[src/common/npr_pkg.sv]
// constants, types and decoders for the page pointer read/program host
// Summary of operation
// - host opens main read with 00H or 01H plus three address cycles.
// - host ends a sequential row read by raising chip select.
// - spare read walks pages; host re-issues main read to leave it.
// - host stops sequential reads at the end of a block.
// - program loads at most 528 bytes then programs the cells.
// - host programs a page at most twice main, three times spare while no other page is programmed in between.
// - host maps out the latest failing block; the system above rewrites it elsewhere.
// - program is 80H, three addresses, data, then 10H; bare 10H does nothing.
package npr_pkg;

   // -----------------------------------------------------------------
   // timing, in ns as specified, and derived cycle counts
   // -----------------------------------------------------------------
   localparam int CLK_NS      = 25;
   localparam int T_WP_NS     = 25;
   localparam int T_WC_NS     = 50;
   localparam int T_REA_NS    = 35;
   localparam int T_REH_NS    = 15;
   localparam int T_WB_NS     = 100;
   localparam int T_WHR_NS    = 60;
   localparam int T_CEH_NS    = 100;
   localparam int SYNC_STAGES = 2;

   localparam int WE_LO   = (T_WP_NS + CLK_NS - 1) / CLK_NS;
   localparam int WE_HI   = (T_WC_NS + CLK_NS - 1) / CLK_NS - WE_LO;
   // read data passes the pin synchroniser, so the strobe stays low longer
   localparam int RE_LO   = (T_REA_NS + CLK_NS - 1) / CLK_NS + SYNC_STAGES;
   localparam int RE_HI   = (T_REH_NS + CLK_NS - 1) / CLK_NS;
   localparam int WB_CYC  = (T_WB_NS + CLK_NS - 1) / CLK_NS;
   localparam int WHR_CYC = (T_WHR_NS + CLK_NS - 1) / CLK_NS;
   localparam int CEH_CYC = (T_CEH_NS + CLK_NS - 1) / CLK_NS;

   localparam logic [2:0] WE_RISE  = 3'(WE_LO);
   localparam logic [2:0] WE_LAST  = 3'(WE_LO + WE_HI - 1);
   localparam logic [2:0] RE_RISE  = 3'(RE_LO);
   localparam logic [2:0] RE_LAST  = 3'(RE_LO + RE_HI - 1);
   localparam logic [2:0] WB_LAST  = 3'(WB_CYC - 1);
   localparam logic [2:0] WHR_LAST = 3'(WHR_CYC - 1);
   localparam logic [2:0] CEH_LAST = 3'(CEH_CYC - 1);

   // -----------------------------------------------------------------
   // commands, columns, page layout
   // -----------------------------------------------------------------
   localparam logic [7:0] CMD_PTR_A   = 8'h00;
   localparam logic [7:0] CMD_PTR_B   = 8'h01;
   localparam logic [7:0] CMD_PTR_C   = 8'h50;
   localparam logic [7:0] CMD_LOAD    = 8'h80;
   localparam logic [7:0] CMD_CONFIRM = 8'h10;
   localparam logic [7:0] CMD_STATUS  = 8'h70;

   localparam logic [9:0] COL_FIRST  = 10'h000;
   localparam logic [9:0] COL_HALF_B = 10'h100;
   localparam logic [9:0] COL_SPARE  = 10'h200;
   localparam logic [9:0] COL_LAST   = 10'h20F;
   localparam logic [9:0] PAGE_BYTES = 10'h210;
   localparam logic [4:0] BLK_PAGE_LAST = 5'h1F;
   localparam logic [1:0] ADDR_LAST     = 2'h2;
   localparam logic [1:0] MAX_MAIN_PART  = 2'h2;
   localparam logic [1:0] MAX_SPARE_PART = 2'h3;
   localparam int STAT_FAIL_BIT = 0;

   typedef enum logic [2:0] {
      OP_RD_A, OP_RD_B, OP_RD_C, OP_PG_A, OP_PG_B, OP_PG_C
   } npr_op_t;

   typedef struct packed {
      npr_op_t     op;
      logic [7:0]  column;
      logic [15:0] page;
      logic [9:0]  len;
   } npr_req_t;

   typedef struct packed {
      logic       ce_n;
      logic       cle;
      logic       ale;
      logic       we_n;
      logic       re_n;
      logic [7:0] io_out;
      logic       io_oe;
   } npr_pins_t;

   function automatic logic npr_is_prog(npr_op_t op);
      return op inside {OP_PG_A, OP_PG_B, OP_PG_C};
   endfunction : npr_is_prog

   function automatic logic npr_is_spare(npr_op_t op);
      return op inside {OP_RD_C, OP_PG_C};
   endfunction : npr_is_spare

   function automatic logic [7:0] npr_ptr_cmd(npr_op_t op);
      if (npr_is_spare(op)) return CMD_PTR_C;
      if (op inside {OP_RD_B, OP_PG_B}) return CMD_PTR_B;
      return CMD_PTR_A;
   endfunction : npr_ptr_cmd

   function automatic logic [9:0] npr_start_col(npr_op_t op,
                                                logic [7:0] column);
      if (npr_is_spare(op)) return COL_SPARE | {6'h00, column[3:0]};
      if (op inside {OP_RD_B, OP_PG_B}) return COL_HALF_B + {2'h0, column};
      return {2'h0, column};
   endfunction : npr_start_col

endpackage : npr_pkg

[src/logic/npr_sync.sv]
// two-stage synchroniser for the pins that come back from the card
`timescale 1ns/100ps
module npr_sync #(
   parameter int W = 9
) (
   input  wire logic         mclk,
   input  wire logic         rst_b,
   input  wire logic [W-1:0] d,
   output logic      [W-1:0] q
);

   logic [W-1:0] meta;

   always_ff @(posedge mclk or negedge rst_b) begin
      if (!rst_b) begin
         meta <= '0;
         q    <= '0;
      end else begin
         meta <= d;
         q    <= meta;
      end
   end

endmodule : npr_sync

[src/logic/npr_host.sv]
// host controller: page reads and page programs over the card pins
`timescale 1ns/100ps
module npr_host (
   input  wire logic              mclk,
   input  wire logic              rst_b,
   input  wire logic              req_valid,
   input  wire npr_pkg::npr_req_t req,
   input  wire logic              wr_valid,
   input  wire logic [7:0]        wr_data,
   input  wire logic              rb_pin,
   input  wire logic [7:0]        io_in,
   output npr_pkg::npr_pins_t     pins,
   output logic                   busy,
   output logic                   done,
   output logic                   fail,
   output logic                   wr_ready,
   output logic                   rd_valid,
   output logic [7:0]             rd_data
);

   typedef enum logic [3:0] {
      S_IDLE, S_PTR, S_LOAD_CMD, S_ADDR, S_DATA, S_CONF, S_WB, S_RDY,
      S_READ, S_STAT_CMD, S_STAT_WHR, S_STAT_RD, S_CEH
   } npr_state_t;

   npr_state_t       state;
   npr_pkg::npr_op_t op;
   logic [2:0]       tcnt;
   logic [1:0]       acnt;
   logic [15:0]      page;
   logic [9:0]       col;
   logic [9:0]       rem;
   logic [15:0]      last_page;
   logic [1:0]       cnt_main;
   logic [1:0]       cnt_spare;
   logic [8:0]       sync_q;
   logic             rb_s;
   logic [7:0]       io_s;
   logic             start_ok;
   logic             refuse;
   logic [7:0]       wbyte;
   logic             wcle;
   logic             wale;
   logic             wgo;
   logic [10:0]      bad_blk;
   logic             bad_vld;

   // -----------------------------------------------------------------
   // pin return path
   // -----------------------------------------------------------------
   npr_sync #(.W(9)) u_sync (
      .mclk  (mclk),
      .rst_b (rst_b),
      .d     ({rb_pin, io_in}),
      .q     (sync_q)
   );
   assign rb_s = sync_q[8];
   assign io_s = sync_q[7:0];

   // -----------------------------------------------------------------
   // request checks
   // -----------------------------------------------------------------
   always_comb begin
      logic [10:0] span;
      logic [1:0]  used;
      logic        prog;
      logic        cap;
      logic        over;
      logic        mapped;
      span = {1'b0, npr_pkg::npr_start_col(req.op, req.column)}
             + {1'b0, req.len};
      prog = npr_pkg::npr_is_prog(req.op);
      used = 2'h0;
      if (req.page == last_page)
         used = npr_pkg::npr_is_spare(req.op) ? cnt_spare : cnt_main;
      cap  = prog && (used >= (npr_pkg::npr_is_spare(req.op)
                       ? npr_pkg::MAX_SPARE_PART
                       : npr_pkg::MAX_MAIN_PART));
      over = prog && (span > {1'b0, npr_pkg::PAGE_BYTES});
      // the latest block that failed to program takes no further programs
      mapped = prog && bad_vld && req.page[15:5] == bad_blk;
      start_ok = req_valid && state == S_IDLE && req.len != 10'h000
                 && !cap && !over && !mapped;
      refuse   = req_valid && state == S_IDLE && !start_ok;
   end

   // -----------------------------------------------------------------
   // byte driven in each write cycle
   // -----------------------------------------------------------------
   always_comb begin
      wbyte = 8'h00;
      wcle  = 1'b0;
      wale  = 1'b0;
      wgo   = 1'b0;
      case (state)
         S_PTR: begin
            wbyte = npr_pkg::npr_ptr_cmd(op);
            wcle  = 1'b1;
            wgo   = 1'b1;
         end
         S_LOAD_CMD: begin
            wbyte = npr_pkg::CMD_LOAD;
            wcle  = 1'b1;
            wgo   = 1'b1;
         end
         S_ADDR: begin
            wbyte = (acnt == 2'h0) ? col[7:0]
                  : (acnt == 2'h1) ? page[7:0] : page[15:8];
            wale  = 1'b1;
            wgo   = 1'b1;
         end
         S_DATA: begin
            wbyte = wr_data;
            wgo   = wr_valid || tcnt != 3'h0;
         end
         S_CONF: begin
            wbyte = npr_pkg::CMD_CONFIRM;
            wcle  = 1'b1;
            wgo   = 1'b1;
         end
         S_STAT_CMD: begin
            wbyte = npr_pkg::CMD_STATUS;
            wcle  = 1'b1;
            wgo   = 1'b1;
         end
         default: ;
      endcase
   end

   // -----------------------------------------------------------------
   // partial program bookkeeping, one page remembered
   // -----------------------------------------------------------------
   // no erase is issued from here, so a page stays capped until a
   // different page is programmed
   always_ff @(posedge mclk or negedge rst_b) begin
      if (!rst_b) begin
         last_page <= 16'h0000;
         cnt_main  <= 2'h0;
         cnt_spare <= 2'h0;
      end else if (start_ok && npr_pkg::npr_is_prog(req.op)) begin
         last_page <= req.page;
         if (req.page != last_page) begin
            cnt_main  <= npr_pkg::npr_is_spare(req.op) ? 2'h0 : 2'h1;
            cnt_spare <= npr_pkg::npr_is_spare(req.op) ? 2'h1 : 2'h0;
         end else if (npr_pkg::npr_is_spare(req.op)) begin
            cnt_spare <= cnt_spare + 2'h1;
         end else begin
            cnt_main <= cnt_main + 2'h1;
         end
      end
   end

   // -----------------------------------------------------------------
   // failed-block map-out
   // -----------------------------------------------------------------
   // only the latest failing block is remembered; rewriting its data
   // elsewhere is left to the system above
   always_ff @(posedge mclk or negedge rst_b) begin
      if (!rst_b) begin
         bad_blk <= 11'h000;
         bad_vld <= 1'b0;
      end else if (state == S_STAT_RD && tcnt == npr_pkg::RE_RISE
                   && io_s[npr_pkg::STAT_FAIL_BIT]) begin
         bad_blk <= page[15:5];
         bad_vld <= 1'b1;
      end
   end

   // -----------------------------------------------------------------
   // sequencer and pin drive
   // -----------------------------------------------------------------
   always_ff @(posedge mclk or negedge rst_b) begin
      if (!rst_b) begin
         state    <= S_IDLE;
         op       <= npr_pkg::OP_RD_A;
         tcnt     <= 3'h0;
         acnt     <= 2'h0;
         page     <= 16'h0000;
         col      <= 10'h000;
         rem      <= 10'h000;
         pins     <= '{ce_n: 1'b1, we_n: 1'b1, re_n: 1'b1, default: '0};
         busy     <= 1'b0;
         done     <= 1'b0;
         fail     <= 1'b0;
         wr_ready <= 1'b0;
         rd_valid <= 1'b0;
         rd_data  <= 8'h00;
      end else begin
         done     <= 1'b0;
         wr_ready <= 1'b0;
         rd_valid <= 1'b0;
         if (wgo) begin
            tcnt <= tcnt + 3'h1;
            if (tcnt == 3'h0) begin
               pins.we_n   <= 1'b0;
               pins.cle    <= wcle;
               pins.ale    <= wale;
               pins.io_out <= wbyte;
               pins.io_oe  <= 1'b1;
               wr_ready    <= (state == S_DATA);
            end
            if (tcnt == npr_pkg::WE_RISE)
               pins.we_n <= 1'b1;
         end
         unique case (state)
            S_IDLE: begin
               fail <= refuse;
               done <= refuse;
               if (start_ok) begin
                  op        <= req.op;
                  page      <= req.page;
                  col       <= npr_pkg::npr_start_col(req.op, req.column);
                  rem       <= req.len;
                  busy      <= 1'b1;
                  pins.ce_n <= 1'b0;
                  state     <= S_PTR;
               end
            end
            S_PTR, S_LOAD_CMD, S_CONF, S_STAT_CMD, S_ADDR, S_DATA: begin
               if (wgo && tcnt == npr_pkg::WE_LAST) begin
                  tcnt <= 3'h0;
                  if (state == S_PTR)
                     state <= npr_pkg::npr_is_prog(op) ? S_LOAD_CMD : S_ADDR;
                  else if (state == S_LOAD_CMD)
                     state <= S_ADDR;
                  else if (state == S_CONF)
                     state <= S_WB;
                  else if (state == S_STAT_CMD)
                     state <= S_STAT_WHR;
                  else if (state == S_ADDR) begin
                     acnt <= acnt + 2'h1;
                     if (acnt == npr_pkg::ADDR_LAST) begin
                        acnt  <= 2'h0;
                        state <= npr_pkg::npr_is_prog(op) ? S_DATA : S_WB;
                     end
                  end else begin
                     rem <= rem - 10'h001;
                     if (rem == 10'h001)
                        state <= S_CONF;
                  end
               end
            end
            S_WB: begin
               pins.cle   <= 1'b0;
               pins.ale   <= 1'b0;
               pins.io_oe <= 1'b0;
               tcnt       <= tcnt + 3'h1;
               if (tcnt == npr_pkg::WB_LAST) begin
                  tcnt  <= 3'h0;
                  state <= S_RDY;
               end
            end
            S_RDY: begin
               if (rb_s)
                  state <= npr_pkg::npr_is_prog(op) ? S_STAT_CMD : S_READ;
            end
            S_READ: begin
               tcnt <= tcnt + 3'h1;
               if (tcnt == 3'h0)
                  pins.re_n <= 1'b0;
               if (tcnt == npr_pkg::RE_RISE) begin
                  pins.re_n <= 1'b1;
                  rd_data   <= io_s;
                  rd_valid  <= 1'b1;
               end
               if (tcnt == npr_pkg::RE_LAST) begin
                  tcnt <= 3'h0;
                  rem  <= rem - 10'h001;
                  col  <= col + 10'h001;
                  if (rem == 10'h001) begin
                     state <= S_CEH;
                  end else if (col == npr_pkg::COL_LAST) begin
                     if (page[4:0] == npr_pkg::BLK_PAGE_LAST) begin
                        state <= S_CEH;
                     end else begin
                        page  <= page + 16'h0001;
                        col   <= npr_pkg::npr_is_spare(op)
                                 ? npr_pkg::COL_SPARE
                                 : npr_pkg::COL_FIRST;
                        state <= S_WB;
                     end
                  end
               end
            end
            S_STAT_WHR: begin
               pins.cle   <= 1'b0;
               pins.io_oe <= 1'b0;
               tcnt       <= tcnt + 3'h1;
               if (tcnt == npr_pkg::WHR_LAST) begin
                  tcnt  <= 3'h0;
                  state <= S_STAT_RD;
               end
            end
            S_STAT_RD: begin
               tcnt <= tcnt + 3'h1;
               if (tcnt == 3'h0)
                  pins.re_n <= 1'b0;
               if (tcnt == npr_pkg::RE_RISE) begin
                  pins.re_n <= 1'b1;
                  fail      <= io_s[npr_pkg::STAT_FAIL_BIT];
                  tcnt      <= 3'h0;
                  state     <= S_CEH;
               end
            end
            S_CEH: begin
               pins.ce_n  <= 1'b1;
               pins.cle   <= 1'b0;
               pins.ale   <= 1'b0;
               pins.io_oe <= 1'b0;
               tcnt       <= tcnt + 3'h1;
               if (tcnt == npr_pkg::CEH_LAST) begin
                  tcnt  <= 3'h0;
                  busy  <= 1'b0;
                  done  <= 1'b1;
                  state <= S_IDLE;
               end
            end
         endcase
      end
   end

   logic [9:0] nld;
   always_ff @(posedge mclk or negedge rst_b) begin
      if (!rst_b)
         nld <= 10'h000;
      else if (state == S_IDLE)
         nld <= 10'h000;
      else if (wr_ready)
         nld <= nld + 10'h001;
   end
endmodule : npr_host

[config.mk]
export PLATFORM = sky130hd
export DESIGN_NAME = npr_host
export DESIGN_NICKNAME = d
export VERILOG_FILES = /design/src/common/npr_pkg.sv /design/src/logic/npr_sync.sv /design/src/logic/npr_host.sv
export SDC_FILE = /design/constraint.sdc
export NUM_CORES = 1
export LEC_CHECK = 0
export ABC_AREA = 1
export CORE_ASPECT_RATIO = 0.9
export CORE_MARGIN = 5
export CORE_UTILIZATION = 25
export DETAILED_ROUTE_END_ITERATION = 6
export DONT_BUFFER_PORTS = 1
export PLACE_DENSITY = 0.41
export SYNTH_ARGS = -nofsm -noshare
export SYNTH_HDL_FRONTEND = slang
export SYNTH_SLANG_ARGS = --single-unit
export TNS_END_PERCENT = 10
[constraint.sdc]
create_clock -name mclk -period 2.5 [get_ports mclk]
set_clock_uncertainty 0.05 [all_clocks]
set_input_delay 0.25 -clock mclk [delete_from_list [all_inputs] [get_ports mclk]]
set_output_delay 0.25 -clock mclk [all_outputs]
set_load 0.01 [all_outputs]
==> implementation parameters <==
Parameter                              Value

Worst setup path
  Kind of end point of the critical path    flip-flop
  Maximum fanout along the worst path    6
  Sum of buffers and inverters on the critical path    2
  Most prevalent standard cell on the critical path    sky130_fd_sc_hd__nand2_1
  Highest cell delay on the worst timing path    0.39 ns
  Worst Path Class, Setup    flip-flop to flip-flop
  Setup crit start kind    flip-flop
  Worst endpoint data arrival time    2.82 ns
  Sequence of cells on the critical path    xnor2_1 -> nand2_1 -> nor2_1 -> nand3_1 -> nor2_4 -> nand2_2 -> nand2_2 -> nand2_2 -> ha_4 -> o2111ai_2 -> nand2_1 -> inv_2 -> nand3_4 -> nand2_8 -> nand2_8 -> clkbuf_16 -> nand2_1 -> nand2_1
  Crit path required time    2.76 ns
  Cell with the largest stage delay on the worst path    sky130_fd_sc_hd__dfrtp_1
  Top delay family on crit path    simple AND/OR/NAND/NOR gates

Timing
  Max Fclk    390 MHz
  Final setup fails    36
  Period Utilization, post-route    103%
  Remaining max-slew budget at the tightest pin    65.7%
  Setup repair after global routing missed its margin    true
  Number of max-slew violations in the final report    0
  Total count of hold-check failures in the final report    125
  Time the worst path needs with I/O delays and setup    2.56 ns
  Transition time of the tightest slew-check pin    0.514 ns
  Slack of the critical path    -0.0639 ns
  Hold_ws    -0.526 ns

Global route
  Initial antenna violation count    0
  Wire length of the first global-routing pass    39.8 mm
  Maximum number of pins on one net before global-route repair    126
  Gr usage total    14.5%
  Aggregate global routing overflow    0
  Number of global-route vias before repair    6859

Clocking
  Maximum clock path buffer count    2
  Level count of the clock H-tree    4
  Num Clock Sinks    125
  CTS Root Buffer Type    sky130_fd_sc_hd__clkbuf_16
  Number of hold buffers added after CTS    32
  Clock-pin slew of the registers on the worst-case setup and hold paths    0.07 ns
  Clock latency reported for the late side of the worst-skew pair    0.42 ns
  TritonCTS buffer count    17
  CTS tree    yes

Route
  Violation count after the first detailed-route iteration    481
  Count of vias placed by the detailed router    6949
  Total length of routed wires    24.8 mm
  Number of routed nets with antenna violations    0
  Drc violations    0
  TritonRoute pass-1 iters    5
  Wirelength per Cell    16.2 um
  Detail-routed via count per cell    4.54

Synthesis
  Sequential area share after synthesis    41.1%
  Fraction of post-synthesis cell area in the top cell type by area    40.0%
  Yosys synthesis warning count    0
  Number of flops mapped to enable cells by yosys    0
  Synthesized area per cell    7.53 um2
  Ys flop type    sky130_fd_sc_hd__dfrtp_1
  Seq cells post-synth    125
  Cell accounting for the most synthesized area    sky130_fd_sc_hd__dfrtp_1
  Post-Syn Nets    1094
  Synth top cells by count    338 x sky130_fd_sc_hd__nand2_1, 122 x sky130_fd_sc_hd__dfrtp_1, 103 x sky130_fd_sc_hd__inv_1, 78 x sky130_fd_sc_hd__nor2_1, 67 x sky130_fd_sc_hd__o21ai_0
  Syn Std Cell Area    0.00763 mm2
  Proportion of register bits with asynchronous set or reset after synthesis    100%
  Most frequently used cell type in the post-synthesis netlist    sky130_fd_sc_hd__nand2_1
  Number of distinct library cells after synthesis    50
  Synth Instances    1013
  Synth top area cells    sky130_fd_sc_hd__dfrtp_1 40%, sky130_fd_sc_hd__nand2_1 17%, sky130_fd_sc_hd__inv_1 5.1%

Power
  Net switching share of the total power    43.8%
  Share of power burned in combinational logic    46.2%
  Worst vdd ir    410 uV
  PwrDens    1150 mW/mm2
  Leak    4.63 nW
  Internal power    6.26 mW
  Sequential fraction of design power    31.1%
  Switching power    4.88 mW
  Power share of the clock group    22.7%

Floorplan
  Die Width    194 um
  Starting density of the core    25.4%
  Rows    60
  Die outline height    176 um
  Overall die area    0.0341 mm2
  Number of placed I/O pins    85
  CORE AREA    0.0300 mm2

Outcome
  Status    finished, violations left
  Violations in the final reports    negative hold slack, negative setup slack

Placed design
  Number of input and output port buffers inserted    0
  Final weighted congestion of routability-driven global placement    0.830
  Place WS    -0.428 ns
  HPWL Detailed    18.2 mm

Flow run
  Max capacitance violation total    0

Layout
  N_diodes    0
  Share of post-route cells with drive strength above 1    16.3%
  Layout-stage area growth over the synthesis result    27.1%
  Final layout net count    1194

Min path
  Class of the tightest hold or removal check    input port to async pin
## placed cells by master, fill, tap and decap left out, types with 6 or more instances in the layout
master and n:
sky130_fd_sc_hd__nor3_1 12, sky130_fd_sc_hd__o22ai_1 7, sky130_fd_sc_hd__nand4_1 27, sky130_fd_sc_hd__xnor2_1 11
sky130_fd_sc_hd__inv_6 7, sky130_fd_sc_hd__nor2_1 73, sky130_fd_sc_hd__nand2_1 320, sky130_fd_sc_hd__buf_4 67
sky130_fd_sc_hd__dlygate4sd3_1 32, sky130_fd_sc_hd__inv_1 98, sky130_fd_sc_hd__nor2_2 9, sky130_fd_sc_hd__xor2_1 34
sky130_fd_sc_hd__o21ai_2 8, sky130_fd_sc_hd__ha_1 20, sky130_fd_sc_hd__inv_2 7, sky130_fd_sc_hd__nand3_1 57
sky130_fd_sc_hd__nand2_2 17, sky130_fd_sc_hd__clkbuf_16 18, sky130_fd_sc_hd__a21oi_1 15, sky130_fd_sc_hd__o21ai_0 67
sky130_fd_sc_hd__dfrtp_1 122, sky130_fd_sc_hd__a31oi_1 6, sky130_fd_sc_hd__nor4_1 7
## layer usage
layer	GRT usage (%)	wire, um	share of wire, %	up-vias
met3	2.88	1010	4.1	20
met5	0	0	0	-
met1	21.3	12700	51	3270
met2	22.0	10800	44	140
li1	-	-	-	3519
met4	3.54	265	1.1	0
## final timing paths
path,slack (ns),from,cells after the start,to
setup / recovery,-0.06,last_page[8]$_DFFE_PN0P_,18,col[6]$_DFFE_PN0P_
hold / removal,-0.53,rst_b,0,rd_data[2]$_DFFE_PN0P_
max in group asynchronous,2.71,rst_b,0,pins[10]$_DFFE_PN1P_
setup reg to reg,-0.06,last_page[8]$_DFFE_PN0P_,18,col[6]$_DFFE_PN0P_
hold reg to reg,0.30,u_sync.meta[0]$_DFF_PN0_,0,u_sync.q[0]$_DFF_PN0_
min in group mclk,0.01,req[21],2,last_page[11]$_DFFE_PN0P_
## flip-flops by register name, summed over array words and instances, names as in the netlist, 2 cells and up
name         flops
last_page       16
page            16
pins            14
bad_blk         11
col             10
rem             10
u_sync.meta      9
u_sync.q         9
rd_data          8
state            4
op               3
tcnt             3
acnt             2
cnt_main         2
cnt_spare        2
## stage by stage
| stage | utilization [%] | instance area (um2) | power (mW) | std cells | setup TNS [ns] |
|---|---|---|---|---|---|
| after global routing | 32.3 | 9690 | 12.0 | 1529 | -14.60 |
| after global placement | 28.6 | 8600 | 8.30 | 1461 | -21.37 |
| after floorplan | - | 7680 | 6.71 | 1013 | 0 |
| after CTS | 32.0 | 9600 | 11.1 | 1528 | -4.26 |
| after detailed placement | 28.6 | 8600 | 8.32 | 1461 | -22.72 |
| final | 32.3 | 9690 | 11.1 | 1529 | -1.52 |
## cell type report
class | count | area (um2)
clock buffer | 18 | 429
clock inverter | 14 | 156
fill | 3247 | 20300
inverter | 109 | 414
multi-input combinational | 757 | 4170
sequential | 125 | 3130
tap | 403 | 504
timing repair buffer | 103 | 891
## power by group through the flow
stage	logic, mW	registers [mW]	clock network [mW]
final	5.15	3.47	2.53
after global routing	5.73	3.57	2.70
after CTS	5.04	3.46	2.60
after detailed placement	4.83	3.49	0
after global placement	4.81	3.49	0
after floorplan	3.36	3.35	0
## cells by family (layout without fill, tap and decap cells)
group,Yosys count,in the layout,synth area share (%)
adder cells (fa/ha/maj),23,23,3.87
flip-flops,125,125,41.1
buffers and inverters,133,244,6.86
AO/OA/AOI/OAI,129,129,10.3
XOR/XNOR,46,46,5.28
multiplexers,5,5,0.673
AND/OR/NAND/NOR,552,554,32.0
## what timing repair did
action	CTS	global route
cloned	2	1
pin swaps	10	9
buffers inserted	1	0
gates resized for setup	16	16
setup endpoints to repair	67	67
endpoints found under the hold margin	157	125
Note: power is estimated with default switching activity, not from simulation.
